$ cat config.mk
export PLATFORM = sky130hd
export DESIGN_NAME = power_saving_clock_gating
export DESIGN_NICKNAME = d
export VERILOG_FILES = /design/src/core/pwr_pkg.sv /design/src/core/pb_clk_div.sv /design/src/core/power_saving_clock_gating.sv
export VERILOG_INCLUDE_DIRS = /design/src /design/src/core
export SDC_FILE = /design/constraint.sdc
export NUM_CORES = 1
export LEC_CHECK = 0
export BUFFER_PORTS_ARGS = -buffer_cell sky130_fd_sc_hd__buf_2
export CAP_MARGIN = 20
export CORE_MARGIN = 10
export CORE_UTILIZATION = 31
export CTS_CLUSTER_DIAMETER = 50
export DETAILED_ROUTE_END_ITERATION = 10
export SLEW_MARGIN = 5
export SYNTH_ARGS = -nofsm -noshare
export SYNTH_HDL_FRONTEND = slang
export SYNTH_SLANG_ARGS = --single-unit
$ cat constraint.sdc
create_clock -name CLK_SYS_IN -period 2.85 [get_ports CLK_SYS_IN]
set_input_delay 0.285 -clock CLK_SYS_IN [delete_from_list [all_inputs] [get_ports CLK_SYS_IN]]
set_output_delay 0.285 -clock CLK_SYS_IN [all_outputs]
set_load 0.1 [all_outputs]
$ cat src/core/pwr_defines.svh
`ifndef PWR_DEFINES_SVH
`define PWR_DEFINES_SVH
// Register offsets (byte addresses)
`define OFS_ANALOG_MD 8'h00
`define OFS_COMPARATOR_MD 8'h04
`define OFS_CAPCMP_MD 8'h08
`define OFS_TIMER_MD 8'h0c
`define OFS_SERIAL_MD 8'h10
`define OFS_MISC_MD 8'h14
`define OFS_OSC_CTRL 8'h18
`define OFS_CFG_CTRL 8'h1c
`define OFS_UNLOCK 8'h20
`define OFS_POWER_CMD 8'h24
`define OFS_POWER_STATUS 8'h28
// Field positions
`define SLEEP_SELECT_BIT 4
`define PB_DIV_LSB 19
`define PB_DIV_MSB 20
`define DISABLE_LOCK_BIT 12
`define ONE_WAY_FUSE_BIT 28
// Writable masks of the six disable registers
`define ANALOG_MD_MASK 32'h0000_1101
`define COMPARATOR_MD_MASK 32'h0000_0003
`define CAPCMP_MD_MASK 32'h001f_001f
`define TIMER_MD_MASK 32'h0000_001f
`define SERIAL_MD_MASK 32'h0103_031f
`define MISC_MD_MASK 32'h0001_0003
`define USB_DISABLE_BIT 24
// Reset values
`define MD_RESET 32'h0000_0000
`define OSC_CTRL_RESET 32'h0000_0000
// Unlock keys, written in order to the unlock register
`define UNLOCK_KEY1 32'haa99_6655
`define UNLOCK_KEY2 32'h5566_99aa
// Data returned for a disabled peripheral
`define INVALID_READ 32'hdead_beef
`endif

$ cat src/core/pwr_pkg.sv
package pwr_pkg;
  typedef enum logic [2:0]
  {
    ST_RUN = 3'b001,
    ST_IDLE = 3'b010,
    ST_SLEEP = 3'b100
  } pwr_state_e;

  // Wake request set from the interrupt controller and watchdog
  typedef struct packed {
    logic irq_valid;
    logic irq_runs_in_sleep;
    logic [2:0] irq_prio;
    logic [2:0] cpu_prio;
    logic wdt_timeout;
  } wake_req_s;

  // Register port command
  typedef struct packed {
    logic wr;
    logic rd;
    logic [7:0] addr;
    logic [31:0] wdata;
  } reg_cmd_s;
endpackage : pwr_pkg

$ cat src/core/pb_clk_div.sv
`timescale 1ns/10ps
`default_nettype none
// Peripheral bus clock enable divider
module pb_clk_div
(
  // Clock and reset
  input wire logic clk_in,
  input wire logic rst_in,
  input wire logic ce_in,
  // Control
  input wire logic run_in,
  input wire logic [1:0] div_sel_in,
  // Output
  output logic pb_tick_out
);
  logic [2:0] cnt_ff;
  logic [2:0] nxt_cnt;
  logic [2:0] limit;

  // Divide by 1, 2, 4 or 8
  assign limit = 3'((4'h1 << div_sel_in) - 4'h1);
  assign nxt_cnt = (cnt_ff >= limit) ? 3'h0 : cnt_ff + 3'h1;
  assign pb_tick_out = run_in && (cnt_ff >= limit);

  // Counter runs only while the bus clock is allowed
  always_ff @(posedge clk_in)
  begin
    if (rst_in)
      cnt_ff <= 3'h0;
    else if (ce_in && run_in)
      cnt_ff <= nxt_cnt;
  end
endmodule : pb_clk_div
`default_nettype wire

$ cat src/core/power_saving_clock_gating.sv
// Implementation choices: strobed register access and the register addresses.
`timescale 1ns/10ps
`default_nettype none
`include "pwr_defines.svh"
module power_saving_clock_gating
#(
  parameter int NUM_PERIPH = 32
)
(
  // Clock, reset, enable
  input wire logic CLK_SYS_IN,
  input wire logic RST_IN,
  input wire logic CE_IN,
  // Register port
  input wire logic [7:0] ADDR_IN,
  input wire logic [31:0] WDATA_IN,
  input wire logic WR_IN,
  input wire logic RD_IN,
  output logic [31:0] RDATA_OUT,
  // Configuration straps
  input wire logic [1:0] DEFAULT_BUS_DIVISOR_IN,
  input wire logic ONE_WAY_LOCK_FUSE_IN,
  // CPU and wake sources
  input wire logic WAIT_EXEC_IN,
  input wire pwr_pkg::wake_req_s WAKE_IN,
  // Peripheral access from the CPU
  input wire logic PERIPH_RD_IN,
  input wire logic [$clog2(NUM_PERIPH)-1:0] PERIPH_SEL_IN,
  input wire logic [31:0] PERIPH_RDATA_IN,
  output logic PERIPH_RD_DONE_OUT,
  output logic [31:0] PERIPH_RDATA_OUT,
  output logic PERIPH_WR_ALLOW_OUT,
  // Stop-in-idle controls per peripheral
  input wire logic [NUM_PERIPH-1:0] STOP_IN_IDLE_IN,
  // Clock gating outputs
  output logic CPU_CLK_EN_OUT,
  output logic SYS_CLK_EN_OUT,
  output logic SYS_UNIT_CLK_EN_OUT,
  output logic PB_TICK_OUT,
  output logic [NUM_PERIPH-1:0] PERIPH_CLK_EN_OUT,
  output logic [2:0] POWER_STATE_OUT
);
  import pwr_pkg::*;

  pwr_state_e state_ff;
  pwr_state_e nxt_state;
  logic [31:0] md_ff [6];
  logic [31:0] osc_ctrl_ff;
  logic lock_ff;
  logic lock_set_once_ff;
  logic fuse_ff;
  logic [1:0] unlock_ff;
  logic [31:0] rdata_ff;
  logic [31:0] prd_data_ff;
  logic prd_pending_ff;
  logic prd_done_ff;
  logic pb_tick;
  logic pb_run;
  logic wake_hi;
  logic wake_lo;
  logic unlocked;
  logic [NUM_PERIPH-1:0] md_flat;
  logic [NUM_PERIPH-1:0] sel_dis;
  logic [31:0] rd_mux;

  // Map the six disable registers onto a flat index
  function automatic logic [2:0] md_index(input logic [7:0] addr);
    md_index = 3'(addr[7:2]);
  endfunction : md_index

  function automatic logic [31:0] md_mask(input logic [2:0] idx);
    case (idx)
      3'h0: md_mask = `ANALOG_MD_MASK;
      3'h1: md_mask = `COMPARATOR_MD_MASK;
      3'h2: md_mask = `CAPCMP_MD_MASK;
      3'h3: md_mask = `TIMER_MD_MASK;
      3'h4: md_mask = `SERIAL_MD_MASK;
      3'h5: md_mask = `MISC_MD_MASK;
      default: md_mask = 32'h0000_0000;
    endcase
  endfunction : md_mask

  // Decode
  wire is_md = ADDR_IN <= `OFS_MISC_MD && ADDR_IN[1:0] == 2'h0;
  wire [2:0] md_idx = md_index(ADDR_IN);
  wire wr_md = CE_IN && WR_IN && is_md && !lock_ff;
  wire wr_osc = CE_IN && WR_IN && ADDR_IN == `OFS_OSC_CTRL;
  wire wr_cfg = CE_IN && WR_IN && ADDR_IN == `OFS_CFG_CTRL;
  wire wr_key = CE_IN && WR_IN && ADDR_IN == `OFS_UNLOCK;
  wire wr_cmd = CE_IN && WR_IN && ADDR_IN == `OFS_POWER_CMD;
  wire new_lock = WDATA_IN[`DISABLE_LOCK_BIT];
  wire sleep_sel = osc_ctrl_ff[`SLEEP_SELECT_BIT];
  wire [1:0] pb_div = osc_ctrl_ff[`PB_DIV_MSB:`PB_DIV_LSB];
  wire wait_req = WAIT_EXEC_IN || (wr_cmd && WDATA_IN[0]);

  assign unlocked = unlock_ff == 2'h2;
  // Clearing forbidden after first set when fuse programmed
  wire lock_clear_ok = !(fuse_ff && lock_set_once_ff);
  wire lock_wr_ok = wr_cfg && unlocked && (new_lock || lock_clear_ok);

  // Interrupt priority compare, strictly above CPU priority
  assign wake_hi = WAKE_IN.irq_valid && WAKE_IN.irq_prio > WAKE_IN.cpu_prio;
  assign wake_lo = WAKE_IN.irq_valid && !wake_hi;

  // Power mode state machine
  always_comb
  begin
    nxt_state = state_ff;
    case (state_ff)
      ST_RUN:
        if (wait_req)
          nxt_state = sleep_sel ? ST_SLEEP : ST_IDLE;
      ST_IDLE:
        if (wake_hi || WAKE_IN.wdt_timeout)
          nxt_state = ST_RUN;
      ST_SLEEP:
        if (WAKE_IN.wdt_timeout)
          nxt_state = ST_RUN;
        else if (wake_hi && WAKE_IN.irq_runs_in_sleep)
          nxt_state = ST_RUN;
        else if (wake_lo && WAKE_IN.irq_runs_in_sleep)
          nxt_state = ST_IDLE;
      default:
        nxt_state = ST_RUN;
    endcase
  end

  // State register; reset returns to run
  always_ff @(posedge CLK_SYS_IN)
  begin
    if (RST_IN)
      state_ff <= ST_RUN;
    else if (CE_IN)
      state_ff <= nxt_state;
  end

  // Disable registers, one bit per peripheral
  genvar g;
  generate
    for (g = 0; g < 6; g++)
    begin : g_md
      always_ff @(posedge CLK_SYS_IN)
      begin
        if (RST_IN)
          md_ff[g] <= `MD_RESET;
        else if (wr_md && md_idx == 3'(g))
          md_ff[g] <= WDATA_IN & md_mask(3'(g));
      end
    end
  endgenerate

  // Oscillator control, divisor defaults to config strap
  always_ff @(posedge CLK_SYS_IN)
  begin
    if (RST_IN)
      osc_ctrl_ff <= `OSC_CTRL_RESET;
    else if (CE_IN && state_ff == ST_RUN && prd_done_ff == 1'b0 && !wr_osc && osc_ctrl_ff == `OSC_CTRL_RESET
             && !lock_set_once_ff && unlock_ff == 2'h0 && !prd_pending_ff && !fuse_ff)
      osc_ctrl_ff <= osc_ctrl_ff;
    else if (wr_osc)
      osc_ctrl_ff <= WDATA_IN;
  end

  // Straps caught in first cycle after reset
  logic strap_done_ff;
  logic [1:0] strap_div_ff;
  always_ff @(posedge CLK_SYS_IN)
  begin
    if (RST_IN)
      strap_done_ff <= 1'b0;
    else if (CE_IN)
      strap_done_ff <= 1'b1;
  end

  always_ff @(posedge CLK_SYS_IN)
  begin
    if (CE_IN && !strap_done_ff)
    begin
      fuse_ff <= ONE_WAY_LOCK_FUSE_IN;
      strap_div_ff <= DEFAULT_BUS_DIVISOR_IN;
    end
  end

  // Divisor: strap until software writes the control register
  logic div_written_ff;
  always_ff @(posedge CLK_SYS_IN)
  begin
    if (RST_IN)
      div_written_ff <= 1'b0;
    else if (wr_osc)
      div_written_ff <= 1'b1;
  end
  wire [1:0] eff_div = div_written_ff ? pb_div : strap_div_ff;

  // Unlock sequence: two keys in order
  always_ff @(posedge CLK_SYS_IN)
  begin
    if (RST_IN)
      unlock_ff <= 2'h0;
    else if (wr_key)
      unlock_ff <= (WDATA_IN == `UNLOCK_KEY1) ? 2'h1 :
                   (WDATA_IN == `UNLOCK_KEY2 && unlock_ff == 2'h1) ? 2'h2 : 2'h0;
    else if (wr_cfg)
      unlock_ff <= 2'h0;
  end

  // Disable lock bit and its one-way history
  always_ff @(posedge CLK_SYS_IN)
  begin
    if (RST_IN)
    begin
      lock_ff <= 1'b0;
      lock_set_once_ff <= 1'b0;
    end
    else if (lock_wr_ok)
    begin
      lock_ff <= new_lock;
      lock_set_once_ff <= lock_set_once_ff | new_lock;
    end
  end

  // Bus clock runs except in Sleep
  assign pb_run = state_ff != ST_SLEEP;
  pb_clk_div u_pb_div
  (
    .clk_in(CLK_SYS_IN),
    .rst_in(RST_IN),
    .ce_in(CE_IN),
    .run_in(pb_run),
    .div_sel_in(eff_div),
    .pb_tick_out(pb_tick)
  );

  // Flatten disable bits into peripheral index order
  assign md_flat = NUM_PERIPH'({md_ff[5][16], md_ff[5][1:0], md_ff[4][24], md_ff[4][17:16], md_ff[4][9:8],
                               md_ff[4][4:0], md_ff[3][4:0], md_ff[2][20:16], md_ff[2][4:0], md_ff[1][1:0],
                               md_ff[0][12], md_ff[0][8], md_ff[0][0]});

  // Per peripheral clock enables
  generate
    for (g = 0; g < NUM_PERIPH; g++)
    begin : g_pclk
      assign PERIPH_CLK_EN_OUT[g] = !md_flat[g] && pb_run &&
                                    !(state_ff == ST_IDLE && STOP_IN_IDLE_IN[g]);
    end
  endgenerate

  // Peripheral read completes at next bus edge
  assign sel_dis = md_flat >> PERIPH_SEL_IN;
  always_ff @(posedge CLK_SYS_IN)
  begin
    if (RST_IN)
    begin
      prd_pending_ff <= 1'b0;
      prd_done_ff <= 1'b0;
      prd_data_ff <= 32'h0000_0000;
    end
    else if (CE_IN)
    begin
      prd_done_ff <= prd_pending_ff && pb_tick;
      if (prd_pending_ff && pb_tick)
      begin
        prd_pending_ff <= 1'b0;
        prd_data_ff <= sel_dis[0] ? `INVALID_READ : PERIPH_RDATA_IN;
      end
      else if (PERIPH_RD_IN)
        prd_pending_ff <= 1'b1;
    end
  end
  assign PERIPH_RD_DONE_OUT = prd_done_ff;
  assign PERIPH_RDATA_OUT = prd_data_ff;
  assign PERIPH_WR_ALLOW_OUT = !sel_dis[0];

  // Read mux
  assign rd_mux = is_md ? md_ff[md_idx] :
                  ADDR_IN == `OFS_OSC_CTRL ? osc_ctrl_ff :
                  ADDR_IN == `OFS_CFG_CTRL ? 32'(lock_ff) << `DISABLE_LOCK_BIT :
                  ADDR_IN == `OFS_POWER_STATUS ? {27'h0, fuse_ff, eff_div, 2'(state_ff >> 1)} :
                  32'h0000_0000;

  // Read data one cycle after strobe
  always_ff @(posedge CLK_SYS_IN)
  begin
    if (RST_IN)
      rdata_ff <= 32'h0000_0000;
    else if (CE_IN)
      rdata_ff <= RD_IN ? rd_mux : 32'h0000_0000;
  end
  assign RDATA_OUT = rdata_ff;

  // Clock gates
  assign CPU_CLK_EN_OUT = state_ff == ST_RUN;
  assign SYS_CLK_EN_OUT = state_ff != ST_SLEEP;
  assign SYS_UNIT_CLK_EN_OUT = state_ff != ST_SLEEP;
  assign PB_TICK_OUT = pb_tick;
  assign POWER_STATE_OUT = state_ff;
endmodule : power_saving_clock_gating
`default_nettype wire

# Word level (Yosys, flattened, before mapping)
# Memories as Yosys holds them, arrays and structs flattened.
# Cells that the tools add are included.
op_classes:
  n_addsub: 2
  order_cmp: 3
  eq_ne: 21
  n_shift: 2
  muxes: 47
  bitwise: 9
  reduce_logical: 217
ops:
  columns: ["op", "n"]
  rows:
  - ["$logic_and A1 B1 Y1", 131]
  - ["$mux W32", 4]
  - ["$mux W14", 6]
  - ["$logic_not A1 Y1", 73]
  - ["$eq A32 B31 Y1 const B", 1]
  - ["$eq A32 B32 Y1 const B", 1]
  - ["$logic_not A32 Y1", 1]
  - ["$shr A32 B5 Y1", 1]
  - ["$eq A8 B6 Y1 const B", 3]
  - ["$mux W1", 22]
  - ["$mux W3", 7]
  - ["$eq A8 B5 Y1 const B", 2]
  - ["$mux W13", 1]
  - ["$mux W2", 5]
  - ["$eq A3 B2 Y1 const B", 3]
  - ["$eq A3 B3 Y1 const B", 3]
  - ["$pmux W3 S3", 1]
  - ["$le A8 B5 Y1 const B", 1]
  - ["$or A1 B1 Y1", 7]
  - ["$eq A3 B1 Y1 const B", 2]
  - ["$reduce_and A2 Y1", 3]
  - ["$mux W5", 1]
  - ["$logic_not A2 Y1", 2]
  - ["$ne A4 B4 Y1 const B", 1]
  - ["other kinds (15)", 19]
totals:
  register_bits: 113
  ramBits: 84
  inputBits: 128
  out_inout_bits: 105
  wordCells: 316
  n_memories: 1
mem_list:
  columns: ["name", "depth", "word_bits", "read_ports", "rd_clocked_by_memory_dff", "wr", "line_no", "rtl"]
  rows:
  - ["md_ff", 6, 14, 7, 0, 6, "power_saving_clock_gating.sv:47", "logic [31:0] md_ff [6];"]

# Longest topological paths before layout
# Gate-level depths: netlist (run 1).
logic_depth:
  depth_word: 11
  ltp_mapped: 9
  mapped_depth_nobuf: 8

# Hierarchy
# Synthesis (run 1) repeated with hierarchy kept, for this count alone.
unflattened:
  hier_cells: 764
  hier_area_um2: 7039.3
by_module_without_submodules:
  columns: ["module", "n_inst", "cells_per_inst", "area_per_inst_um2", "seq_area_each_um2"]
  rows:
  - ["power_saving_clock_gating", 1, 733, 6781.5, 3223.1]
  - ["pb_clk_div", 1, 31, 257.7, 60.1]

# Least setup slack after synthesis (run 1)
# OpenSTA, ideal clock, no wires.
synth_path:
  kind: "reg2out"
  from: "reg state_ff[2], in the netlist POWER_STATE_OUT[2]"
  to: "out PERIPH_CLK_EN_OUT[0]"
  arrival_ns: 3.785
  required_time_ns: 2.565
  setup_slack_ns: -1.220
  stages_incl_launch_ff: 4
  n_path_buf: 1
  cell_sequence: "dfxtp_1 > nor3b_1 > clkbuf_1 > a211oi_1"
synth_via:
  elab_chain_len: 4
  word_cells_on_any_way: 6
  classes_between: "2 x eq/ne; 4 x reduce/logical"
synth_lines:
  columns: ["element", "line_no", "rtl"]
  rows:
  - ["start: declaration", "power_saving_clock_gating.sv:45", "pwr_state_e state_ff;"]
  - ["start signal: assignment", "power_saving_clock_gating.sv:134", "state_ff <= nxt_state;"]
  - ["$eq A3 B2 Y1", "power_saving_clock_gating.sv:244", "!(state_ff == ST_IDLE && STOP_IN_IDLE_IN[g]);"]
  - ["$logic_and A1 B1 Y1", "power_saving_clock_gating.sv:244", null]
  - ["$logic_not A1 Y1", "power_saving_clock_gating.sv:244", null]
  - ["$logic_and A1 B1 Y1 (*)", "power_saving_clock_gating.sv:243", "assign PERIPH_CLK_EN_OUT[g] = !md_flat[g] && pb_run &&"]
  - ["end: declaration", "power_saving_clock_gating.sv:40", "output logic [NUM_PERIPH-1:0] PERIPH_CLK_EN_OUT,"]
# Every way passes the cells marked *; elsewhere a longest branch is shown, timed or not.

# Final worst setup path (run 1)
layout_path:
  from: "reg div_written_ff"
  to: "out PB_TICK_OUT"
layout_via:
  elab_chain_len: 5
layout_lines:
  columns: ["element", "line_no", "rtl"]
  rows:
  - ["start: declaration", "power_saving_clock_gating.sv:185", "logic div_written_ff;"]
  - ["start signal: assignment", "power_saving_clock_gating.sv:189", "div_written_ff <= 1'b0;"]
  - ["start signal: assignment", "power_saving_clock_gating.sv:191", "div_written_ff <= 1'b1;"]
  - ["$mux W2", "power_saving_clock_gating.sv:193", "wire [1:0] eff_div = div_written_ff ? pb_div : strap_div_ff;"]
  - ["$shl A1 B2 Y3", "pb_clk_div.sv:21", "assign limit = 3'((4'h1 << div_sel_in) - 4'h1);"]
  - ["$sub A3 B1 Y3", "pb_clk_div.sv:21", null]
  - ["$ge A3 B3 Y1", "pb_clk_div.sv:23", "assign pb_tick_out = run_in && (cnt_ff >= limit);"]
  - ["$logic_and A1 B1 Y1", "pb_clk_div.sv:23", null]
  - ["end: declaration", "power_saving_clock_gating.sv:39", "output logic PB_TICK_OUT,"]
# Every way passes these cells.

==> impl_metrics.sql, run 1 <==
INSERT INTO impl_metrics (metric_group, metric, value, unit) VALUES
('clocking', 'cts-buffers-inserted', '17', ''),
('cells_and_area', 'final_nets', '1124', ''),
('die', 'die_y', '170', 'um'),
('worst_setup_path', 'signal_arrival_time_at_the_worst_endpoint', '2.43', 'ns'),
('die', 'dieArea', '0.0289', 'mm2'),
('clocking', 'worst_skew_late_latency', '0.42', 'ns'),
('yosys', 'synth_cell_type_count', '56', ''),
('status', 'status', 'finished, final reports clean', ''),
('yosys', 'synth-seq-area-share', '47.1', '%'),
('worst_setup_path', 'path_max_fanout', '4', ''),
('clocking', 'clock_tree.htree_level_count', '4', ''),
('die', 'core.rowCount', '54', ''),
('timing', 'fmaxAchievable', '369', 'MHz'),
('place', 'io_buffers', '232', ''),
('drt', 'wirelength', '25.2', 'mm'),
('worst_setup_path', 'crit_required', '2.57', 'ns'),
('yosys', 'synth_fp_nets', '900', ''),
('yosys', 'yosys_register_bits', '146', ''),
('yosys', 'synth.cell_area', '0.00697', 'mm2'),
('worst_setup_path', 'critical_path_depth', '9', ''),
('clocking', 'ctsLongestPathBuffers', '2', ''),
('worst_setup_path', 'critPathLaunchType', 'flop', ''),
('yosys', 'synth_top_area_cells', 'dfxtp_1, edfxtp_1, a211oi_1, a21oi_1, nand2_1', ''),
('cells_and_area', 'area_delta_synth_final', '37.1', '%'),
('place', 'placer_congestion', '0.867', ''),
('worst_setup_path', 'critPathCaptureType', 'output pin', ''),
('power_and_ir_drop', 'irDropWorstVdd', '0.400', 'mV'),
('worst_setup_path', 'r2r_cells', '11', ''),
('worst_setup_path', 'setup.worst_path.class', 'reg2out', ''),
('timing', 'slew_headroom', '27.8', '%'),
('die', 'initial_util', '31.8', '%'),
('worst_setup_path', 'critical_path_slowest_stage_cell', 'dfxtp_2', ''),
('yosys', 'synth.top_cell.area_share', '31.6', '%'),
('worst_setup_path', 'setup.reg_to_reg.worst_slack', '0.24', 'ns'),
('worst_setup_path', 'worstSetupStartpoint', 'div_written_ff', ''),
('timing', 'worst_clock_skew', '0.00882', 'ns'),
('global_routing', 'grt-ovfl-total', '0', ''),
('worst_setup_path', 'crit_buf_inv', '2', ''),
('timing', 'setup_viol', '0', ''),
('job', 'max_cap_violations', '0', ''),
('yosys', 'yosys_most_used_dff', 'dfxtp_1', ''),
('drt', 'routed-via-count', '6636', ''),
('drt', 'route.detailed.wl_per_inst', '19.6', 'um'),
('place', 'post-dp-hpwl', '18.8', 'mm'),
('drt', 'routed_via_density', '5.17', ''),
('worst_setup_path', 'sequence_of_cells_on_the_critical_path', 'mux2_4, or2_4, ha_4, nand2b_4, a21o_1, a21oi_2, buf_12, nor2_4, buf_12', ''),
('drt', 'drt_pass1_iterations', '5', ''),
('global_routing', 'number_of_antenna_violations_at_the_first_check_in_global_routing', '3', ''),
('yosys', 'cell_accounting_for_the_most_synthesized_area', 'dfxtp_1', ''),
('die', 'placeableCoreArea', '0.0220', 'mm2'),
('clocking', 'clock-root-buffer', 'clkbuf_16', ''),
('power_and_ir_drop', 'power.static_leakage', '3.73', 'nW'),
('yosys', 'yosys.cell_count.top_type', 'dfxtp_1', ''),
('timing', 'min_period_over_period', '95.1', '%'),
('yosys', 'synthArstFlopShare', '0', '%'),
('yosys', 'yosys-top-cells-count', 'dfxtp_1, nand2_1, a21oi_1', ''),
('worst_hold_path', 'holdCritPathClass', 'in2reg', ''),
('worst_setup_path', 'maximum_cell_stage_delay_along_the_critical_path', '0.36', 'ns'),
('drt', 'detail_route.drc_violations', '0', ''),
('global_routing', 'grt_max_degree', '65', ''),
('clocking', 'clock-sinks', '146', ''),
('yosys', 'number_of_flops_mapped_to_enable_cells_by_yosys', '36', ''),
('clocking', 'cts.reportedPaths.clkPinSlew', '0.06', 'ns'),
('clocking', 'cts_tree', 'yes', ''),
('worst_setup_path', 'crit_top_cell', 'buf_12', ''),
('timing', 'final.min_clock_period', '2.71', 'ns'),
('global_routing', 'vias_in_the_first_global_route', '6544', ''),
('timing', 'maxSlewViolCount', '0', ''),
('power_and_ir_drop', 'finalPower', '5.51', 'mW'),
('yosys', 'synth_area_per_cell', '9.12', 'um2'),
('worst_setup_path', 'reg_to_reg_critical_path_startpoint', 'div_written_ff', '');
## routing by layer
metal | share of wire [%] | global-route usage (%)
met2 | 46 | 26.9
met3 | 8.0 | 5.37
met5 | 0.028 | 0
met4 | 1.3 | 4.77
met1 | 44 | 21.7
## cell type report
class | instances | area, um2
well taps | 280 | 350
clock buffers | 17 | 425
repair buffers | 262 | 1440
multi-input cells | 541 | 3810
flip-flops and latches | 146 | 3290
inverters | 21 | 83.8
fillers | 2156 | 12400
diodes | 2 | 5.00
clock inverters | 15 | 159
## cell usage in the layout (no fill, tap or decap), types with 7 or more instances in the layout
cell | synthesis | layout
a211oi_1 | 58 | 26
a211oi_4 | 0 | 30
a21oi_1 | 74 | 73
a22oi_1 | 29 | 29
and2_1 | 31 | 31
and3_1 | 8 | 8
buf_2 | 6 | 230
buf_4 | 2 | 28
clkbuf_16 | 0 | 17
dfxtp_1 | 110 | 106
edfxtp_1 | 36 | 36
inv_1 | 19 | 19
mux2i_1 | 24 | 24
nand2_1 | 97 | 97
nand2b_1 | 10 | 9
nand3_1 | 12 | 12
nand3b_1 | 7 | 7
nand4b_1 | 9 | 9
nor2_1 | 44 | 42
nor2b_1 | 8 | 7
nor3_1 | 37 | 37
nor4bb_1 | 8 | 8
o21bai_1 | 7 | 7
o32ai_1 | 10 | 10
## power breakdown
group / switching (mW) / internal, mW / leakage, nW
clock: 0.938 / 1.30 / 0.277
combinational: 0.750 / 0.292 / 2.22
sequential: 0.0599 / 2.17 / 1.23
total: 1.75 / 3.76 / 3.73
## per-stage QoR
step / setup WS (ns) / area [um2] / std cells / utilization (%) / hold slack (ns)
6_report: 0.140 / 9560 / 1284 / 43.6 / 0.0379
5_1_grt: 0.0521 / 9560 / 1282 / 43.5 / 0.0320
4_1_cts: 0.00308 / 9530 / 1282 / 43.4 / 0.0214
3_5_place_dp: 0.201 / 8910 / 1248 / 40.6 / 0.446
3_3_place_gp: 0.243 / 8910 / 1248 / 40.6 / 0.444
2_1_floorplan: 0.00529 / 7380 / 765 / - / 0.384
## flip-flops by register name, indices dropped and copies added (netlist names)
register,cells
u_pb_div.cnt_ff,3
lock_ff,1
PERIPH_RDATA_OUT,32
unlock_ff,2
POWER_STATE_OUT,3
lock_set_once_ff,1
prd_pending_ff,1
PERIPH_RD_DONE_OUT,1
fuse_ff,1
RDATA_OUT,32
osc_ctrl_ff,32
strap_done_ff,1
div_written_ff,1
strap_div_ff,2
md_ff,33
## kinds of logic (layout without fill, tap and decap cells)
logic type | after synthesis | after routing | share of synthesized area [%]
AOI/OAI and AO/OA | 205 | 205 | 19.8
xor gates and xnor gates | 2 | 2 | 0.251
adders and majority gates | 7 | 7 | 1.26
buffers and inverters | 78 | 315 | 4.63
DFF | 146 | 146 | 47.1
muxes | 32 | 32 | 4.90
other | 0 | 2 | 0
and+or+nand+nor | 295 | 295 | 22.1
## worst min-delay path by stage
stage | startpoint | end | slack, ns | cells past startpoint
6_report | DEFAULT_BUS_DIVISOR_IN[1] | strap_div_ff[1] | 0.04 | 1
2_1_floorplan | ONE_WAY_LOCK_FUSE_IN | fuse_ff | 0.38 | 0
3_3_place_gp | osc_ctrl_ff[24] | osc_ctrl_ff[24] | 0.44 | 2
5_1_grt | DEFAULT_BUS_DIVISOR_IN[1] | strap_div_ff[1] | 0.03 | 1
3_5_place_dp | osc_ctrl_ff[5] | osc_ctrl_ff[5] | 0.45 | 2
4_1_cts | DEFAULT_BUS_DIVISOR_IN[1] | strap_div_ff[1] | 0.02 | 1
## repair_timing
action,4_1_cts,5_1_grt
gates resized for setup,7,4
buffers inserted,2,0
setup endpoints to repair,1,10
pin swaps,1,2
(Power assumes the default switching activity.)
==> run 2, diff against run 1 <==
Settings changed: RECOVER_POWER set to 100.
==> impl_metrics.sql, run 2 (synthesized netlist as in run 1, its figures left out) <==
INSERT INTO impl_metrics (metric_group, metric, value, unit) VALUES
('global_routing', 'grt_first_pass_wirelength', '38.4', 'mm'),
('global_routing', 'grt_max_degree', '65', ''),
('power_and_ir_drop', 'power.static_leakage', '3.35', 'nW'),
('drt', 'route.detailed.wl_per_inst', '19.5', 'um'),
('timing', 'setup_viol', '0', ''),
('clocking', 'ctsLongestPathBuffers', '2', ''),
('drt', 'detail_route.drc_violations', '0', ''),
('timing', 'final.min_clock_period', '2.73', 'ns'),
('drt', 'drt_pass1_iterations', '6', ''),
('global_routing', 'number_of_antenna_violations_at_the_first_check_in_global_routing', '3', ''),
('power_and_ir_drop', 'total_switching_power', '1.74', 'mW'),
('worst_setup_path', 'setup.worst_path.class', 'reg2out', ''),
('power_and_ir_drop', 'irDropWorstVdd', '0.398', 'mV'),
('die', 'die_y', '170', 'um'),
('clocking', 'clock-sinks', '146', ''),
('power_and_ir_drop', 'pwr_density_cell', '585', 'mW/mm2'),
('timing', 'final.setup.tns', '0', 'ns'),
('place', 'post-dp-hpwl', '18.8', 'mm'),
('worst_setup_path', 'critPathCaptureType', 'output pin', ''),
('global_routing', 'grt-ovfl-total', '0', ''),
('die', 'placeableCoreArea', '0.0220', 'mm2'),
('cells_and_area', 'fillerInstances', '2207', ''),
('worst_setup_path', 'crit_buf_inv', '2', ''),
('power_and_ir_drop', 'power.share.clock', '40.7', '%'),
('cells_and_area', 'largest-register', 'md_ff', ''),
('die', 'initial_util', '31.8', '%'),
('drt', 'wirelength', '25.1', 'mm'),
('global_routing', 'vias_in_the_first_global_route', '6544', ''),
('worst_setup_path', 'critical_path_slowest_stage_cell', 'dfxtp_2', ''),
('clocking', 'cts-buffers-inserted', '17', ''),
('cells_and_area', 'final_nets', '1124', ''),
('drt', 'ant_nets', '0', ''),
('place', 'io_buffers', '232', ''),
('status', 'status', 'finished, final reports clean', ''),
('worst_setup_path', 'path_max_fanout', '4', ''),
('job', 'max_cap_violations', '0', ''),
('cells_and_area', 'drive_gt1_share', '26.3', '%'),
('timing', 'worstMarginPinSlew', '1.32', 'ns'),
('timing', 'fmaxAchievable', '366', 'MHz'),
('place', 'placed_cells_incl_taps', '1248', ''),
('worst_setup_path', 'critPathLaunchType', 'flop', ''),
('die', 'boundaryPins', '233', ''),
('clocking', 'worst_skew_late_latency', '0.42', 'ns'),
('timing', 'rsz0062_at_grt', 'false', ''),
('drt', 'routed-via-count', '6645', ''),
('timing', 'fin_hold_ws', '0.0398', 'ns'),
('timing', 'slew_headroom', '11.7', '%'),
('worst_setup_path', 'sequence_of_cells_on_the_critical_path', 'mux2_4, or2_4, ha_4, nand2b_1, a21o_1, a21oi_2, buf_12, nor2_4, buf_8', ''),
('clocking', 'clock-root-buffer', 'clkbuf_16', ''),
('die', 'die_width', '170', 'um'),
('drt', 'drt-initial-drc-count', '562', ''),
('global_routing', 'grt_util_all_layers', '16.9', '%'),
('cells_and_area', 'layout.cells.most_common_list', 'buf_2, dfxtp_1, nand2_1', ''),
('worst_setup_path', 'path_delay_family', 'simple AND/OR/NAND/NOR gates', ''),
('cells_and_area', 'largest_register_ffs', '33', ''),
('power_and_ir_drop', 'switching_fraction', '31.8', '%'),
('cells_and_area', 'layout.cells.non_filler', '1284', ''),
('power_and_ir_drop', 'sequentialPowerShare', '40.7', '%'),
('die', 'core.rowCount', '54', ''),
('timing', 'hold_viol', '0', ''),
('clocking', 'cts_tree', 'yes', ''),
('timing', 'maxSlewViolCount', '0', ''),
('cells_and_area', 'area_delta_synth_final', '34.4', '%'),
('drt', 'routed_via_density', '5.18', ''),
('clocking', 'clock_tree.htree_level_count', '4', ''),
('timing', 'worst_clock_skew', '0.00889', 'ns'),
('worst_hold_path', 'holdCritPathClass', 'in2reg', ''),
('cells_and_area', 'mostFrequentLayoutCell', 'buf_2', ''),
('timing', 'min_period_over_period', '95.8', '%'),
('worst_setup_path', 'crit_required', '2.57', 'ns'),
('place', 'placer_congestion', '0.867', ''),
('worst_setup_path', 'signal_arrival_time_at_the_worst_endpoint', '2.44', 'ns'),
('clocking', 'cts.reportedPaths.clkPinSlew', '0.06', 'ns'),
('power_and_ir_drop', 'power.internal', '3.74', 'mW'),
('worst_setup_path', 'maximum_cell_stage_delay_along_the_critical_path', '0.36', 'ns'),
('power_and_ir_drop', 'p_comb_share', '18.6', '%'),
('die', 'dieArea', '0.0289', 'mm2');
[run 2: repair_timing]
item | 4_1_cts | 5_1_grt
buffers inserted | 2 | 0
hold buffers | 0 | 0
pin swaps | 1 | 2
resized for setup | 7 | 4
endpoints found under the setup margin | 1 | 10
[run 2: final cells by class]
cell class / instances / area [um2] / share of cell area (%)
multi-input cells: 541 / 3780 / 40.3
well taps: 280 / 350 / 3.74
diodes: 2 / 5.00 / 0.0534
flip-flops and latches: 146 / 3290 / 35.1
repair buffers: 262 / 1280 / 13.7
inverters: 21 / 83.8 / 0.895
clock buffers: 17 / 425 / 4.54
clock inverters: 15 / 159 / 1.70
[run 2: worst paths after layout]
path	start	depth (start not counted)	slack (ns)	endpoint
setup / recovery	div_written_ff	9	0.12	PB_TICK_OUT
hold / removal	DEFAULT_BUS_DIVISOR_IN[1]	1	0.04	strap_div_ff[1]
setup reg to reg	div_written_ff	11	0.17	PERIPH_RDATA_OUT[27]
hold reg to reg	osc_ctrl_ff[5]	2	0.45	osc_ctrl_ff[5]
[run 2: through the flow]
stage | total power [mW] | setup slack (ns) | cell area, um2 | util (%)
after global routing | 5.67 | 0.0303 | 9370 | 42.6
after global placement | 3.29 | 0.243 | 8910 | 40.6
after detailed placement | 3.29 | 0.201 | 8910 | 40.6
after floorplan | 2.97 | 0.00529 | 7380 | -
after CTS | 5.54 | 0.00308 | 9530 | 43.4
final | 5.48 | 0.121 | 9370 | 42.7
[run 2: layer usage]
metal | part of all wire [%] | vias up | track usage (%)
met5 | 0.028 | - | 0
met1 | 44 | 3156 | 21.7
met2 | 47 | 222 | 26.9
met3 | 8.4 | 19 | 5.37
met4 | 1.3 | 2 | 4.77
li1 | - | 3246 | -
[run 2: power by group through the flow]
stage	clock [mW]	sequential (mW)	combinational, mW
2_1_floorplan	0	2.37	0.606
5_1_grt	2.36	2.24	1.08
4_1_cts	2.27	2.23	1.04
3_3_place_gp	0	2.28	1.02
6_report	2.23	2.23	1.02
3_5_place_dp	0	2.28	1.02
==> run 3, diff against run 2 <==
Settings changed: CORE_UTILIZATION 31 to 46, CTS_BUF_LIST set to sky130_fd_sc_hd__clkbuf_16, PLACE_DENSITY set to 0.77.
==> impl_metrics.sql, run 3 (synthesized netlist as in run 1, its figures left out) <==
INSERT INTO impl_metrics (metric_group, metric, value, unit) VALUES
('drt', 'met3_wirelength', '2.26', 'mm'),
('cells_and_area', 'finalCoreUtilization', '62.6', '%'),
('timing', 'final.min_clock_period', '2.73', 'ns'),
('cells_and_area', 'area_delta_synth_final', '32.0', '%'),
('worst_setup_path', 'critical_path_slowest_stage_cell', 'dfxtp_2', ''),
('clocking', 'ctsLongestPathBuffers', '2', ''),
('clocking', 'cts_hold_repair.buffers', '0', ''),
('status', 'status', 'finished, final reports clean', ''),
('place', 'placed_cells_incl_taps', '1150', ''),
('die', 'die_y', '143', 'um'),
('worst_setup_path', 'crit_buf_inv', '1', ''),
('drt', 'ant_nets', '0', ''),
('place', 'post-dp-hpwl', '17.6', 'mm'),
('worst_setup_path', 'path_max_fanout', '3', ''),
('clocking', 'clock-root-buffer', 'clkbuf_16', ''),
('clocking', 'clock_tree.htree_level_count', '4', ''),
('drt', 'routed-via-count', '6790', ''),
('timing', 'slew_headroom', '9.85', '%'),
('clocking', 'cts-buffers-inserted', '17', ''),
('worst_setup_path', 'r2r_cells', '10', ''),
('cells_and_area', 'layout.cells.non_filler', '1182', ''),
('cells_and_area', 'final_nets', '1121', ''),
('place', 'place_worst_setup_slack', '0.146', 'ns'),
('worst_setup_path', 'setup.worst_path.class', 'reg2out', ''),
('cells_and_area', 'largest-register', 'md_ff', ''),
('clocking', 'worst_skew_late_latency', '0.42', 'ns'),
('timing', 'setup_viol', '0', ''),
('clocking', 'cts_tree', 'yes', ''),
('global_routing', 'number_of_antenna_violations_at_the_first_check_in_global_routing', '0', ''),
('place', 'placer_congestion', '0.939', ''),
('clocking', 'clock-sinks', '146', ''),
('timing', 'maxSlewViolCount', '0', ''),
('global_routing', 'vias_in_the_first_global_route', '6684', ''),
('worst_setup_path', 'critPathCaptureType', 'output pin', ''),
('cells_and_area', 'layout.cells.most_common_list', 'buf_2, dfxtp_1, nand2_1', ''),
('cells_and_area', 'largest_register_ffs', '33', ''),
('die', 'dieArea', '0.0205', 'mm2'),
('die', 'initial_util', '47.4', '%'),
('timing', 'fmaxAchievable', '367', 'MHz'),
('place', 'io_buffers', '232', ''),
('drt', 'route.detailed.wl_per_inst', '19.9', 'um'),
('worst_hold_path', 'timing.hold.worst_path_depth', '1', ''),
('timing', 'final_setup_margin', '0.122', 'ns'),
('drt', 'drt_pass1_iterations', '5', ''),
('global_routing', 'grt_first_pass_wirelength', '36.0', 'mm'),
('timing', 'rsz0062_at_grt', 'false', ''),
('power_and_ir_drop', 'power.static_leakage', '3.35', 'nW'),
('worst_setup_path', 'critical_path_depth', '8', ''),
('drt', 'top_signal_layer_used', 'met4', ''),
('drt', 'detail_route.drc_violations', '0', ''),
('worst_setup_path', 'maximum_cell_stage_delay_along_the_critical_path', '0.35', 'ns'),
('timing', 'hold_viol', '0', ''),
('cells_and_area', 'insertedDiodeCount', '0', ''),
('worst_setup_path', 'critPathLaunchType', 'flop', ''),
('clocking', 'cts.reportedPaths.clkPinSlew', '0.06', 'ns'),
('drt', 'wirelength', '23.5', 'mm'),
('timing', 'final.setup.tns', '0', 'ns'),
('drt', 'detailroute.wirelength.met2', '11.6', 'mm'),
('worst_setup_path', 'path_delay_family', 'simple AND/OR/NAND/NOR gates', ''),
('power_and_ir_drop', 'pwr_density_cell', '586', 'mW/mm2'),
('job', 'max_cap_violations', '0', ''),
('drt', 'routed_via_density', '5.74', ''),
('worst_hold_path', 'holdCritPathClass', 'in2reg', ''),
('timing', 'min_period_over_period', '95.7', '%'),
('worst_setup_path', 'crit_required', '2.57', 'ns'),
('cells_and_area', 'drive_gt1_share', '25.4', '%'),
('die', 'core.rowCount', '44', ''),
('die', 'placeableCoreArea', '0.0147', 'mm2'),
('die', 'boundaryPins', '233', ''),
('global_routing', 'grt_max_degree', '70', ''),
('timing', 'worstMarginPinSlew', '1.35', 'ns'),
('timing', 'worst_clock_skew', '0.00904', 'ns'),
('drt', 'wl_met1', '9.17', 'mm'),
('power_and_ir_drop', 'finalPower', '5.39', 'mW'),
('power_and_ir_drop', 'irDropWorstVdd', '0.422', 'mV'),
('cells_and_area', 'mostFrequentLayoutCell', 'buf_2', ''),
('worst_setup_path', 'sequence_of_cells_on_the_critical_path', 'mux2_2, or2_2, ha_1, nand2b_1, a21o_1, a21oi_4, nor2_2, buf_12', ''),
('die', 'die_width', '143', 'um'),
('global_routing', 'grt_util_all_layers', '22.3', '%'),
('drt', 'drt-initial-drc-count', '584', ''),
('worst_setup_path', 'signal_arrival_time_at_the_worst_endpoint', '2.44', 'ns'),
('global_routing', 'grt-ovfl-total', '0', '');
==> run 3: cell count changes in the layout (fill, tap and decap cells not counted), sizes merged <==
cell	delta
clkinvlp	-3
diode	-2
buf	-8
clkbuf	+6
clkinv	+1
==> run 3: through the flow <==
| stage | instance area [um2] | hold slack [ns] |
|---|---|---|
| floorplan | 7380 | 0.384 |
| detailed placement | 8780 | 0.446 |
| global route | 9210 | 0.0321 |
| global placement | 8760 | 0.442 |
| CTS | 9370 | 0.0327 |
| finish | 9210 | 0.0489 |
==> run 3: worst paths after layout <==
path | from | to | slack [ns]
worst max-delay path | div_written_ff | PB_TICK_OUT | 0.12
worst min-delay path | DEFAULT_BUS_DIVISOR_IN[0] | strap_div_ff[0] | 0.05
worst max register to register | div_written_ff | PERIPH_RDATA_OUT[8] | 0.20
worst min register to register | osc_ctrl_ff[21] | osc_ctrl_ff[21] | 0.45
==> run 3: layout make-up <==
| type | count | area, um2 |
|---|---|---|
| inverter | 21 | 83.8 |
| tap | 184 | 230 |
| sequential | 146 | 3290 |
| clock buffer | 18 | 450 |
| timing repair buffer | 259 | 1280 |
| clock inverter | 13 | 118 |
| multi-input combinational | 541 | 3750 |
| fill | 1310 | 5490 |
==> run 3: worst reg2reg max path: cells and delay by family, from the launching register on <==
kind                     cells  cell delay [ns]
AND/OR/NAND/NOR              3             0.81
flip-flops                   1             0.35
multiplexers                 1             0.35
AO/OA/AOI/OAI                3             0.41
adder cells (fa/ha/maj)      1             0.27
buffers and inverters        2             0.28
==> run 3: repair_timing <==
action / 4_1_cts / 5_1_grt
setup buffers: 1 / 0
endpoints found under the setup margin: 1 / 1
pin swaps: 1 / 1
gates cloned: 0 / 0
gates resized for setup: 2 / 5
==> run 3: per-layer routing <==
metal  vias to the layer above  GRT usage, %
met4                         0          8.31
li1                       3247             -
met1                      3191          26.9
met3                        32          6.67
met2                       320          36.6
met5                         -             0
==> run 3: where the power goes <==
group	total, mW	internal (mW)	switching (mW)
Sequential	2.23	2.17	0.0575
Clock	2.16	1.32	0.840
Combinational	1.01	0.269	0.738
Total	5.39	3.76	1.64
